`config.mk`:
```
export PLATFORM = sky130hd
export DESIGN_NAME = stp_seg_rx
export DESIGN_NICKNAME = d
export VERILOG_FILES = /design/src/stp_pkg.sv /design/src/stp_seg_rx.sv
export SDC_FILE = /design/constraint.sdc
export NUM_CORES = 2
export LEC_CHECK = 0
export BUFFER_PORTS_ARGS = -buffer_cell sky130_fd_sc_hd__buf_4
export CAP_MARGIN = 20
export CORE_ASPECT_RATIO = 2
export CORE_MARGIN = 4
export CORE_UTILIZATION = 55
export CTS_CLUSTER_DIAMETER = 120
export CTS_CLUSTER_SIZE = 20
export DETAILED_ROUTE_END_ITERATION = 6
export MAX_ROUTING_LAYER = met4
export PLACE_DENSITY = 0.76
export SYNTH_ARGS = -nofsm -noshare
export SYNTH_HDL_FRONTEND = slang
export SYNTH_SLANG_ARGS = --single-unit
export TNS_END_PERCENT = 50
```
`constraint.sdc`:
```
create_clock -name sys_clk_i -period 10.75 [get_ports sys_clk_i]
set_clock_uncertainty 0.05 [all_clocks]
set_input_delay 2.15 -clock sys_clk_i [delete_from_list [all_inputs] [get_ports sys_clk_i]]
set_output_delay 2.15 -clock sys_clk_i [all_outputs]
set_load 0.03 [all_outputs]
```
`src/stp_pkg.sv`:
```
// Constants, register map and state codes for the segment receiver.
// Assumes one 20 MHz system clock shared by all users of this package.
package stp_pkg;
	localparam int ADDR_W = 8;
	localparam logic [7:0] REG_CTRL = 8'h00;
	localparam logic [7:0] REG_CHTYPE = 8'h04;
	localparam logic [7:0] REG_FRAME = 8'h08;
	localparam logic [7:0] REG_PKTGAP = 8'h0c;
	localparam logic [7:0] REG_CHGAP = 8'h10;
	localparam logic [7:0] REG_MBDROP = 8'h14;
	localparam logic [7:0] REG_SEGERR = 8'h18;
	localparam logic [7:0] REG_STATUS = 8'h1c;
	localparam int CTRL_PKT_CHK = 0;
	localparam int CTRL_CH_CHK = 1;
	localparam int CTRL_WIN_DROP = 2;
	localparam logic [2:0] CTRL_RESET = 3'h7;
	localparam int CHT_OFDM_LSB = 0;
	localparam int CHT_PLC_LSB = 8;
	localparam int CHT_OFDM_EN = 16;
	localparam int CHT_PLC_EN = 17;
	localparam logic [17:0] CHTYPE_RESET = 18'h00100;
	localparam logic [31:0] FRAME_RESET = 32'h0000_1000;
	localparam logic [31:0] MIN_ADV = 32'h0000_0001;
	localparam logic [31:0] MAX_ADV = 32'h0000_0014;
	localparam logic [13:0] TS_BYTES = 14'h0004;
	localparam logic [13:0] CRC_BYTES = 14'h0003;
	localparam logic [13:0] LAST_BYTE = 14'h0001;
	localparam logic [1:0] TS_LAST = 2'h3;
	localparam logic [23:0] CRC_POLY = 24'h864cfb;
	localparam logic [23:0] CRC_INIT = 24'hffffff;
	localparam logic [2:0] UNTRACKED = 3'h0;
	localparam logic [3:0] PROF_ZERO = 4'h0;
	localparam logic [2:0] PROF_UPPER_ZERO = 3'h0;
	localparam logic [15:0] CNT_ONE = 16'h0001;
	localparam logic [3:0] SEQ_ONE = 4'h1;
	localparam logic [15:0] PSEQ_ONE = 16'h0001;
	localparam logic [6:0] SEGS_ONE = 7'h01;
	localparam logic [1:0] TS_ONE = 2'h1;
	localparam logic [13:0] REM_ONE = 14'h0001;
	typedef enum logic [1:0] {
		ST_IDLE = 2'b00,
		ST_TIME = 2'b01,
		ST_BODY = 2'b10,
		ST_DROP = 2'b11
	} stp_state_t;
	typedef enum logic [1:0] {
		CLS_SC = 2'b00,
		CLS_OFDM = 2'b01,
		CLS_PLC = 2'b10
	} stp_class_t;
endpackage

```
`src/stp_seg_rx.sv`:
```
// Receive side of a segmented downstream tunnel: sequence checks, segment
// classification, timestamp strip and window check, CRC-24 insertion.
// Assumes headers and payload bytes come from logic on sys_clk_i.
//
// Local design decisions: the address-and-strobe port and the address map.
`timescale 1ns/1ps
module stp_seg_rx (
	input  wire logic        sys_clk_i,
	input  wire logic        rst_n_i,
	input  wire logic [7:0]  reg_addr_i,
	input  wire logic [31:0] reg_wdata_i,
	input  wire logic        reg_wr_i,
	input  wire logic        reg_rd_i,
	output logic      [31:0] reg_rdata_o,
	input  wire logic [31:0] sys_time_i,
	input  wire logic        pkt_start_i,
	input  wire logic [2:0]  pkt_flow_i,
	input  wire logic        pkt_seq_ok_i,
	input  wire logic [15:0] pkt_seq_i,
	input  wire logic [6:0]  pkt_seg_count_i,
	input  wire logic        seg_hdr_valid_i,
	input  wire logic [7:0]  segment_channel_tag_i,
	input  wire logic [3:0]  seg_chan_seq_i,
	input  wire logic [3:0]  modulation_profile_field_i,
	input  wire logic        seg_begin_i,
	input  wire logic [13:0] seg_len_i,
	input  wire logic        in_valid_i,
	input  wire logic [7:0]  in_data_i,
	output logic             out_valid_o,
	output logic      [7:0]  out_data_o,
	output logic             out_first_o,
	output logic             out_last_o,
	output logic             out_mblock_o,
	output logic      [7:0]  out_tag_o,
	output logic      [2:0]  out_flow_o,
	output logic      [3:0]  out_profile_o,
	output logic             out_ts_valid_o,
	output logic      [31:0] out_time_o
);
	function automatic logic [23:0] crc24_byte(input logic [23:0] c, input logic [7:0] d);
		logic [23:0] r;
		r = c;
		for (int i = 7; i >= 0; i--)
		begin
			if (r[23] ^ d[i])
				r = {r[22:0], 1'b0} ^ stp_pkg::CRC_POLY;
			else
				r = {r[22:0], 1'b0};
		end
		return r;
	endfunction

	logic [2:0]  ctrl;
	logic [17:0] chtype;
	logic [31:0] frame_ticks;
	logic [15:0] pkt_gap_cnt;
	logic [15:0] ch_gap_cnt;
	logic [15:0] mb_drop_cnt;
	logic [15:0] seg_err_cnt;
	logic [15:0] pseq_last [0:7];
	logic [7:0]  pseq_seen;
	logic [3:0]  chseq_mem [0:255];
	logic [255:0] chseq_seen;
	logic [7:0]  discard;
	logic [3:0]  prof_hold [0:7];
	logic [2:0]  cur_flow;
	logic [6:0]  segs_left;
	stp_pkg::stp_state_t state;
	stp_pkg::stp_class_t seg_cls;
	logic        seg_mb;
	logic        seg_first;
	logic [13:0] rem;
	logic [1:0]  ts_cnt;
	logic [23:0] ts_sh;
	logic [23:0] crc;

	// Header decode on the cycle each header is offered; window check on the last timestamp byte
	logic        hdr_take;
	logic        hdr_bad;
	logic        is_plc;
	logic        is_ofdm;
	logic        is_mb;
	logic        has_ts;
	logic [7:0]  ch_idx;
	logic        ch_gap;
	logic        pdu_drop;
	logic        mb_short;
	logic        pkt_gap;
	logic [31:0] ts_full;
	logic [31:0] ts_delta;
	logic        in_win;
	logic        ts_done;
	logic        mb_drop;
	logic [3:0]  next_prof;

	assign hdr_take = seg_hdr_valid_i && state == stp_pkg::ST_IDLE && segs_left != '0;
	assign hdr_bad = seg_hdr_valid_i && !hdr_take;
	assign is_plc = chtype[stp_pkg::CHT_PLC_EN]
		&& segment_channel_tag_i == chtype[stp_pkg::CHT_PLC_LSB +: 8];
	assign is_ofdm = !is_plc && chtype[stp_pkg::CHT_OFDM_EN]
		&& segment_channel_tag_i == chtype[stp_pkg::CHT_OFDM_LSB +: 8];
	assign is_mb = is_plc && modulation_profile_field_i[0];
	assign has_ts = is_mb && seg_begin_i;
	assign mb_short = is_mb && seg_len_i < (has_ts ? stp_pkg::TS_BYTES + stp_pkg::CRC_BYTES
		: stp_pkg::CRC_BYTES);
	// Only tags below 32 are tracked; larger session tags skip the loss check
	assign ch_idx = {cur_flow, segment_channel_tag_i[4:0]};
	assign ch_gap = ctrl[stp_pkg::CTRL_CH_CHK] && segment_channel_tag_i[7:5] == stp_pkg::UNTRACKED
		&& chseq_seen[ch_idx] && seg_chan_seq_i != chseq_mem[ch_idx] + stp_pkg::SEQ_ONE;
	assign pdu_drop = !is_mb && !seg_begin_i && (ch_gap || discard[cur_flow]);
	assign pkt_gap = pkt_start_i && pkt_seq_ok_i && ctrl[stp_pkg::CTRL_PKT_CHK]
		&& pseq_seen[pkt_flow_i]
		&& pkt_seq_i != pseq_last[pkt_flow_i] + stp_pkg::PSEQ_ONE;
	assign ts_full = {ts_sh, in_data_i};
	assign ts_delta = ts_full - sys_time_i;
	assign in_win = ts_delta >= 32'(frame_ticks * stp_pkg::MIN_ADV)
		&& ts_delta <= 32'(frame_ticks * stp_pkg::MAX_ADV);
	assign ts_done = state == stp_pkg::ST_TIME && in_valid_i && ts_cnt == stp_pkg::TS_LAST;
	assign mb_drop = ts_done && ctrl[stp_pkg::CTRL_WIN_DROP] && !in_win;

	always_comb
	begin
		if (is_plc)
			next_prof = {stp_pkg::PROF_UPPER_ZERO, modulation_profile_field_i[0]};
		else if (is_ofdm)
			next_prof = seg_begin_i ? modulation_profile_field_i : prof_hold[cur_flow];
		else
			next_prof = stp_pkg::PROF_ZERO;
	end

	always_ff @(posedge sys_clk_i or negedge rst_n_i)
	begin
		if (!rst_n_i)
		begin
			ctrl <= stp_pkg::CTRL_RESET;
			chtype <= stp_pkg::CHTYPE_RESET;
			frame_ticks <= stp_pkg::FRAME_RESET;
		end
		else if (reg_wr_i)
		begin
			if (reg_addr_i == stp_pkg::REG_CTRL)
				ctrl <= reg_wdata_i[2:0];
			else if (reg_addr_i == stp_pkg::REG_CHTYPE)
				chtype <= reg_wdata_i[17:0];
			else if (reg_addr_i == stp_pkg::REG_FRAME)
				frame_ticks <= reg_wdata_i;
		end
	end

	// Read data stands only in the cycle after the strobe; unmapped reads give zero
	always_ff @(posedge sys_clk_i or negedge rst_n_i)
	begin
		if (!rst_n_i)
			reg_rdata_o <= '0;
		else if (!reg_rd_i)
			reg_rdata_o <= '0;
		else if (reg_addr_i == stp_pkg::REG_CTRL)
			reg_rdata_o <= {29'h0, ctrl};
		else if (reg_addr_i == stp_pkg::REG_CHTYPE)
			reg_rdata_o <= {14'h0, chtype};
		else if (reg_addr_i == stp_pkg::REG_FRAME)
			reg_rdata_o <= frame_ticks;
		else if (reg_addr_i == stp_pkg::REG_PKTGAP)
			reg_rdata_o <= {16'h0, pkt_gap_cnt};
		else if (reg_addr_i == stp_pkg::REG_CHGAP)
			reg_rdata_o <= {16'h0, ch_gap_cnt};
		else if (reg_addr_i == stp_pkg::REG_MBDROP)
			reg_rdata_o <= {16'h0, mb_drop_cnt};
		else if (reg_addr_i == stp_pkg::REG_SEGERR)
			reg_rdata_o <= {16'h0, seg_err_cnt};
		else if (reg_addr_i == stp_pkg::REG_STATUS)
			reg_rdata_o <= {16'h0, discard, 1'b0, segs_left};
		else
			reg_rdata_o <= '0;
	end

	// Packet level: flow, segment budget, sequence tracking
	always_ff @(posedge sys_clk_i or negedge rst_n_i)
	begin
		if (!rst_n_i)
		begin
			pseq_seen <= '0;
			pkt_gap_cnt <= '0;
			cur_flow <= '0;
			segs_left <= '0;
			for (int i = 0; i < 8; i++)
				pseq_last[i] <= '0;
		end
		else
		begin
			if (pkt_start_i)
			begin
				cur_flow <= pkt_flow_i;
				segs_left <= pkt_seg_count_i;
				if (pkt_seq_ok_i)
				begin
					pseq_last[pkt_flow_i] <= pkt_seq_i;
					pseq_seen[pkt_flow_i] <= 1'b1;
				end
			end
			else if (hdr_take)
				segs_left <= segs_left - stp_pkg::SEGS_ONE;
			if (pkt_gap)
				pkt_gap_cnt <= pkt_gap_cnt + stp_pkg::CNT_ONE;
		end
	end

	always_ff @(posedge sys_clk_i or negedge rst_n_i)
	begin
		if (!rst_n_i)
			seg_err_cnt <= '0;
		else if (hdr_bad || (hdr_take && mb_short))
			seg_err_cnt <= seg_err_cnt + stp_pkg::CNT_ONE;
	end

	// Channel level: sequence memory, loss count, PDU resynchronisation
	always_ff @(posedge sys_clk_i)
	begin
		// Untracked tags alias tracked slots, so they must not touch the history
		if (hdr_take && segment_channel_tag_i[7:5] == stp_pkg::UNTRACKED)
			chseq_mem[ch_idx] <= seg_chan_seq_i;
	end

	always_ff @(posedge sys_clk_i or negedge rst_n_i)
	begin
		if (!rst_n_i)
		begin
			chseq_seen <= '0;
			ch_gap_cnt <= '0;
			discard <= '0;
			for (int i = 0; i < 8; i++)
				prof_hold[i] <= '0;
		end
		else if (hdr_take)
		begin
			if (segment_channel_tag_i[7:5] == stp_pkg::UNTRACKED)
				chseq_seen[ch_idx] <= 1'b1;
			if (ch_gap)
				ch_gap_cnt <= ch_gap_cnt + stp_pkg::CNT_ONE;
			if (!is_mb && seg_begin_i)
				discard[cur_flow] <= 1'b0;
			else if (!is_mb && ch_gap)
				discard[cur_flow] <= 1'b1;
			if (is_ofdm && seg_begin_i)
				prof_hold[cur_flow] <= modulation_profile_field_i;
		end
	end

	// Segment walker; bytes pass straight through so arrival order is kept
	always_ff @(posedge sys_clk_i or negedge rst_n_i)
	begin
		if (!rst_n_i)
		begin
			state <= stp_pkg::ST_IDLE;
			seg_cls <= stp_pkg::CLS_SC;
			seg_mb <= 1'b0;
			seg_first <= 1'b0;
			rem <= '0;
			ts_cnt <= '0;
			ts_sh <= '0;
			crc <= stp_pkg::CRC_INIT;
			out_tag_o <= '0;
			out_flow_o <= '0;
			out_profile_o <= '0;
			out_ts_valid_o <= 1'b0;
			out_time_o <= '0;
		end
		else
		begin
			case (state)
				stp_pkg::ST_IDLE:
					if (hdr_take)
					begin
						seg_cls <= is_plc ? stp_pkg::CLS_PLC
							: (is_ofdm ? stp_pkg::CLS_OFDM : stp_pkg::CLS_SC);
						seg_mb <= is_mb;
						seg_first <= 1'b1;
						rem <= seg_len_i;
						ts_cnt <= '0;
						crc <= stp_pkg::CRC_INIT;
						out_tag_o <= segment_channel_tag_i;
						out_flow_o <= cur_flow;
						out_profile_o <= next_prof;
						out_ts_valid_o <= 1'b0;
						if (seg_len_i == '0)
							state <= stp_pkg::ST_IDLE;
						else if (pdu_drop || mb_short)
							state <= stp_pkg::ST_DROP;
						else if (has_ts)
							state <= stp_pkg::ST_TIME;
						else
							state <= stp_pkg::ST_BODY;
					end
				stp_pkg::ST_TIME:
					if (in_valid_i)
					begin
						rem <= rem - stp_pkg::REM_ONE;
						ts_cnt <= ts_cnt + stp_pkg::TS_ONE;
						ts_sh <= ts_full[23:0];
						if (ts_done)
						begin
							// Time leaves with the block so local logic can build the stamp block
							out_time_o <= ts_full;
							out_ts_valid_o <= 1'b1;
							state <= mb_drop ? stp_pkg::ST_DROP : stp_pkg::ST_BODY;
						end
					end
				stp_pkg::ST_BODY:
					if (in_valid_i)
					begin
						rem <= rem - stp_pkg::REM_ONE;
						seg_first <= 1'b0;
						if (seg_mb && rem > stp_pkg::CRC_BYTES)
							crc <= crc24_byte(crc, in_data_i);
						if (rem == stp_pkg::LAST_BYTE)
							state <= stp_pkg::ST_IDLE;
					end
				default:
					if (in_valid_i)
					begin
						rem <= rem - stp_pkg::REM_ONE;
						if (rem == stp_pkg::LAST_BYTE)
							state <= stp_pkg::ST_IDLE;
					end
			endcase
		end
	end

	always_ff @(posedge sys_clk_i or negedge rst_n_i)
	begin
		if (!rst_n_i)
			mb_drop_cnt <= '0;
		else if (mb_drop)
			mb_drop_cnt <= mb_drop_cnt + stp_pkg::CNT_ONE;
	end

	// Output byte stage; the headend leaves the CRC slot blank, so it is overwritten
	always_ff @(posedge sys_clk_i or negedge rst_n_i)
	begin
		if (!rst_n_i)
		begin
			out_valid_o <= 1'b0;
			out_data_o <= '0;
			out_first_o <= 1'b0;
			out_last_o <= 1'b0;
			out_mblock_o <= 1'b0;
		end
		else
		begin
			out_valid_o <= state == stp_pkg::ST_BODY && in_valid_i;
			out_first_o <= seg_first;
			out_last_o <= rem == stp_pkg::LAST_BYTE;
			out_mblock_o <= seg_mb;
			if (seg_mb && rem == stp_pkg::CRC_BYTES)
				out_data_o <= crc[23:16];
			else if (seg_mb && rem == stp_pkg::CRC_BYTES - stp_pkg::REM_ONE)
				out_data_o <= crc[15:8];
			else if (seg_mb && rem == stp_pkg::LAST_BYTE)
				out_data_o <= crc[7:0];
			else
				out_data_o <= in_data_i;
		end
	end

	a_sc_profile_zero: assert property (@(posedge sys_clk_i) disable iff (!rst_n_i)
		out_valid_o && seg_cls == stp_pkg::CLS_SC |-> out_profile_o == stp_pkg::PROF_ZERO)
		else $error("single carrier profile not zero");
	a_plc_upper_zero: assert property (@(posedge sys_clk_i) disable iff (!rst_n_i)
		out_valid_o && seg_cls == stp_pkg::CLS_PLC
		|-> out_profile_o[3:1] == stp_pkg::PROF_UPPER_ZERO && out_profile_o[0] == out_mblock_o)
		else $error("phy link profile bits wrong");
	a_ts_needs_both: assert property (@(posedge sys_clk_i) disable iff (!rst_n_i)
		hdr_take && !(is_mb && seg_begin_i) |=> state != stp_pkg::ST_TIME)
		else $error("timestamp expected without type and begin");
	a_chan_gap_count: assert property (@(posedge sys_clk_i) disable iff (!rst_n_i)
		hdr_take && ch_gap |=> ch_gap_cnt == $past(ch_gap_cnt) + stp_pkg::CNT_ONE)
		else $error("channel gap not counted");
	a_pkt_gap_count: assert property (@(posedge sys_clk_i) disable iff (!rst_n_i)
		pkt_gap |=> pkt_gap_cnt == $past(pkt_gap_cnt) + stp_pkg::CNT_ONE)
		else $error("packet gap not counted");
	a_window_drop: assert property (@(posedge sys_clk_i) disable iff (!rst_n_i)
		mb_drop |=> state == stp_pkg::ST_DROP && !out_valid_o ##1 !out_valid_o)
		else $error("late or early block not dropped");
	a_pdu_resync: assert property (@(posedge sys_clk_i) disable iff (!rst_n_i)
		hdr_take && pdu_drop && seg_len_i != '0 |=> state == stp_pkg::ST_DROP && discard[cur_flow])
		else $error("segment after gap not discarded");
	a_crc_insert: assert property (@(posedge sys_clk_i) disable iff (!rst_n_i)
		state == stp_pkg::ST_BODY && in_valid_i && seg_mb && rem == stp_pkg::CRC_BYTES
		|=> out_valid_o && out_data_o == $past(crc[23:16]))
		else $error("crc byte not inserted");
endmodule

```
==> results.md <==
* Worst vdd ir at roughly 150 uV
* Routability cong. at around 0.96
* Nets at around 5600
* Max Clk Rate at ~150 MHz
* CTS clk-pin slew, worst paths at around 0.12 ns
* CP Launch Type: input port
* Status: complete, no violations
* CP startpoint: segment_channel_tag_i[3]
* Die Span X at approximately 270 um
* CP max FO at around 40
* Sequential share of the synthesized area at a little under two thirds
* H-Tree Depth at 3
* Initial antenna violation count at 2
* Global-route wire length before repair at around 310000 um
* Setup Buffers After CTS at 0
* Row count at roughly 190
* Syn Area/Cell at ~15 sq um
* CP max-delay cell: o22ai_1
* Via count at around 46000
* CTS Hold Bufs at 0
* Cell depth of the worst flop-to-flop path at 23
* Crit path time final at just under 7 ns
* Hpwl dp at between 100000 and 150000 um
* Overall Power at 13.5 mW
* Crit path DAT at ~7.4 ns
* Synth Instances at ~5200
* Power density cells at about 160 mW/mm^2
* Syn Std Cell Area at between 0.07 and 0.08 sq mm
* Tcrit/Tclk final at approximately 64%
* Max Slew Vio Count at 0
* Post-Route WL at 205000 um
* Post-CTS sizing at 0
* FF-to-FF Start: frame_ticks[3]
* I/O Buffers at roughly 240
* Area of the die at 0.146 sq mm
* Min-delay worst type: flop to flop
* Cell at the root of the clock tree: clkbuf_16
* Starting Density at approximately 55%
* Yosys top cell area share at around two fifths
* Clock Path Buffers at 3
* Post-synth top cells: 1024 x edfxtp_1, 690 x dfrtp_1, 356 x nor2_1, 317 x mux4_2, 313 x nand2_1
* Hold Path Depth at 0
* Synthesis-to-finish area growth at 8.44%
* Die height at around 540 um
* Top post-synthesis cells by area: edfxtp_1 40%, dfrtp_1 22%, mux4_2 9.3%, mux2_2 3.3%, ha_1 2.6%
* Leading area contributor after synthesis: edfxtp_1
* Reg2reg end: mb_drop_cnt[1]
* Setup TNS at 0 ns
* Slowest stage delay, CP at 0.68 ns
* #FFs+latches synth at between 1500 and 2000
* Setup violators final at 0
* Unrepaired setup endpoints after global routing: false
* Ports at between 200 and 250
* Critical-path cell list: buf_4, buf_4, nor2b_2, buf_4, a22o_1, a221oi_1, o22ai_1, nor4_1, mux2i_1, ha_1, xor2_1, nor3_1, and2_1, nor4b_1, xor2_1
* DRC violations left at 0
* CP delay by family, top: simple AND/OR/NAND/NOR gates
* Initial DRC count at around 4300
* Top FF cell, synth: edfxtp_1
* Largest net degree at the start of global routing at ~170
* Grt ovf at 0
* Fraction of registers with async set/reset at about two fifths
* Vias per cell at ~6.3
* All-layer global routing usage at between 20% and 30%
* Layout cells sized above 1 at 24.2%
* Vias in the first global route at 47756
* Final ANT Viol Nets at 0
* Max_cap viols at 0
* Worst Path Buf+Inv at 3
* Leading cell type by number of instances after synthesis: edfxtp_1
* Worst Max-Slew Pin Slew at 1.14 ns
* Avg WL per Cell at between 20 and 30 um
* Clock Sink Count at ~1700
* Worst slew margin at a little under a quarter
* Crit Path Class: input port to flop
* CORE AREA at 0.139 sq mm
* Clk_lat worst skew at ~0.77 ns
* CP dominant cell by count: buf_4
* Critical path required time at 11.31 ns
* Leak Pwr at between 30 and 40 nW
* Worst setup path end: ch_gap_cnt[3]
* Cell variety after synth at between 80 and 90
* Hold Fails Final Rpt at 0
* Num CTS Buffers at 97
* DR pass1 iterations at 6
* Crit end category: flop
* CTS tree: built
* Reg2reg setup slack at between 4 and 5 ns
* Warnings from Yosys at 0
* Post-synth EDFFs at between 1000 and 1500
* WP depth at 15
* Synthesized Nets at ~5500
-- through the flow --
step	hold WS, ns	instance area [sq um]	worst slack (ns)	instances	utilization, %
floorplan	0.304	76900	3.88	5196	-
global placement	0.314	80500	2.82	7089	58.0
detailed placement	0.324	80500	2.85	7089	58.0
global route	0.373	83300	3.67	7272	60.1
CTS	0.350	83300	3.62	7268	60.1
finish	0.352	83300	3.89	7275	60.1
-- worst register-to-register path, stage by stage, from the launching register on --
cell	delay (ns)
dfrtp_1	0.57
ha_1	0.37
ha_1	0.16
inv_1	0.06
fa_1	0.39
nor2b_1	0.12
o21ai_0	0.11
a21boi_0	0.35
o211ai_1	0.19
a21oi_1	0.28
nor2_1	0.09
a31oi_1	0.33
a41oi_1	0.24
a21oi_1	0.25
a311oi_1	0.16
xnor2_1	0.19
ha_1	0.33
and4_1	0.22
nand3_1	0.10
nor3_1	0.24
o311ai_0	0.19
a31oi_2	0.26
buf_8	0.22
mux2_2	0.36
-- cells in the final DEF, fill, tap and decap left out, drive strengths merged, types with 60 or more instances in the layout --
cell       n
a21oi    129
a22o      60
a22oi     81
buf      316
clkbuf   171
dfrtp    690
edfxtp  1024
ha       160
inv      102
mux2     229
mux2i    167
mux4     317
nand2    313
nand3    100
nor2     357
nor3      60
o21ai    134
or2      272
xnor2    157
xor2      62
-- worst min-delay path by stage --
stage / from / slack, ns / to
3_3_place_gp: seg_first / 0.31 / out_first_o
4_1_cts: seg_first / 0.35 / out_first_o
2_1_floorplan: seg_first / 0.30 / out_first_o
6_report: seg_first / 0.35 / out_first_o
5_1_grt: seg_first / 0.37 / out_first_o
3_5_place_dp: seg_first / 0.32 / out_first_o
-- power breakdown --
group          switching (mW)  leakage, nW  internal (mW)
registers               0.168         18.6           7.32
clock network            2.19         1.35           1.74
logic                    1.20         13.1          0.853
total                    3.56         33.1           9.91
-- logic make-up (layout without fill, tap and decap cells) --
kind of cell / count (synthesis) / in the layout / share of synthesized area (%)
XOR/XNOR: 219 / 219 / 2.50
other: 0 / 5 / 0
AO/OA/AOI/OAI: 660 / 660 / 5.82
multiplexers: 713 / 713 / 14.8
flip-flops: 1743 / 1743 / 63.5
AND/OR/NAND/NOR: 1330 / 1330 / 8.56
adder cells (fa/ha/maj): 162 / 162 / 2.66
buffers and inverters: 369 / 591 / 2.19
-- layer usage --
metal / vias up / GRT usage (%) / share of wire, %
met5: - / - / 0
met4: 0 / 18.5 / 8.3
met3: 641 / 3.69 / 5.5
met2: 1875 / 51.4 / 54
met1: 23450 / 30.1 / 32
li1: 19771 / - / -
-- sequential cells by signal, summed over array words and instances, names as in the netlist, 14 cells and up, named ones only --
name,flops
chseq_seen,256
pseq_last,128
chseq_mem,1024
chtype,18
reg_rdata_o,32
seg_err_cnt,16
out_time_o,32
prof_hold,32
mb_drop_cnt,16
rem,14
pkt_gap_cnt,16
ch_gap_cnt,16
ts_sh,24
frame_ticks,32
crc,24
-- layout make-up --
class                           instances  area [sq um]
Antenna cell                            5          12.5
Clock buffer                          171          2710
Clock inverter                          8           138
Fill cell                           10385         55300
Inverter                               96           360
Multi-Input combinational cell       3084         26500
Sequential cell                      1743         48800
Tap cell                             1852          2320
Timing Repair Buffer                  316          2550
Power figures use the tool's default switching activity.
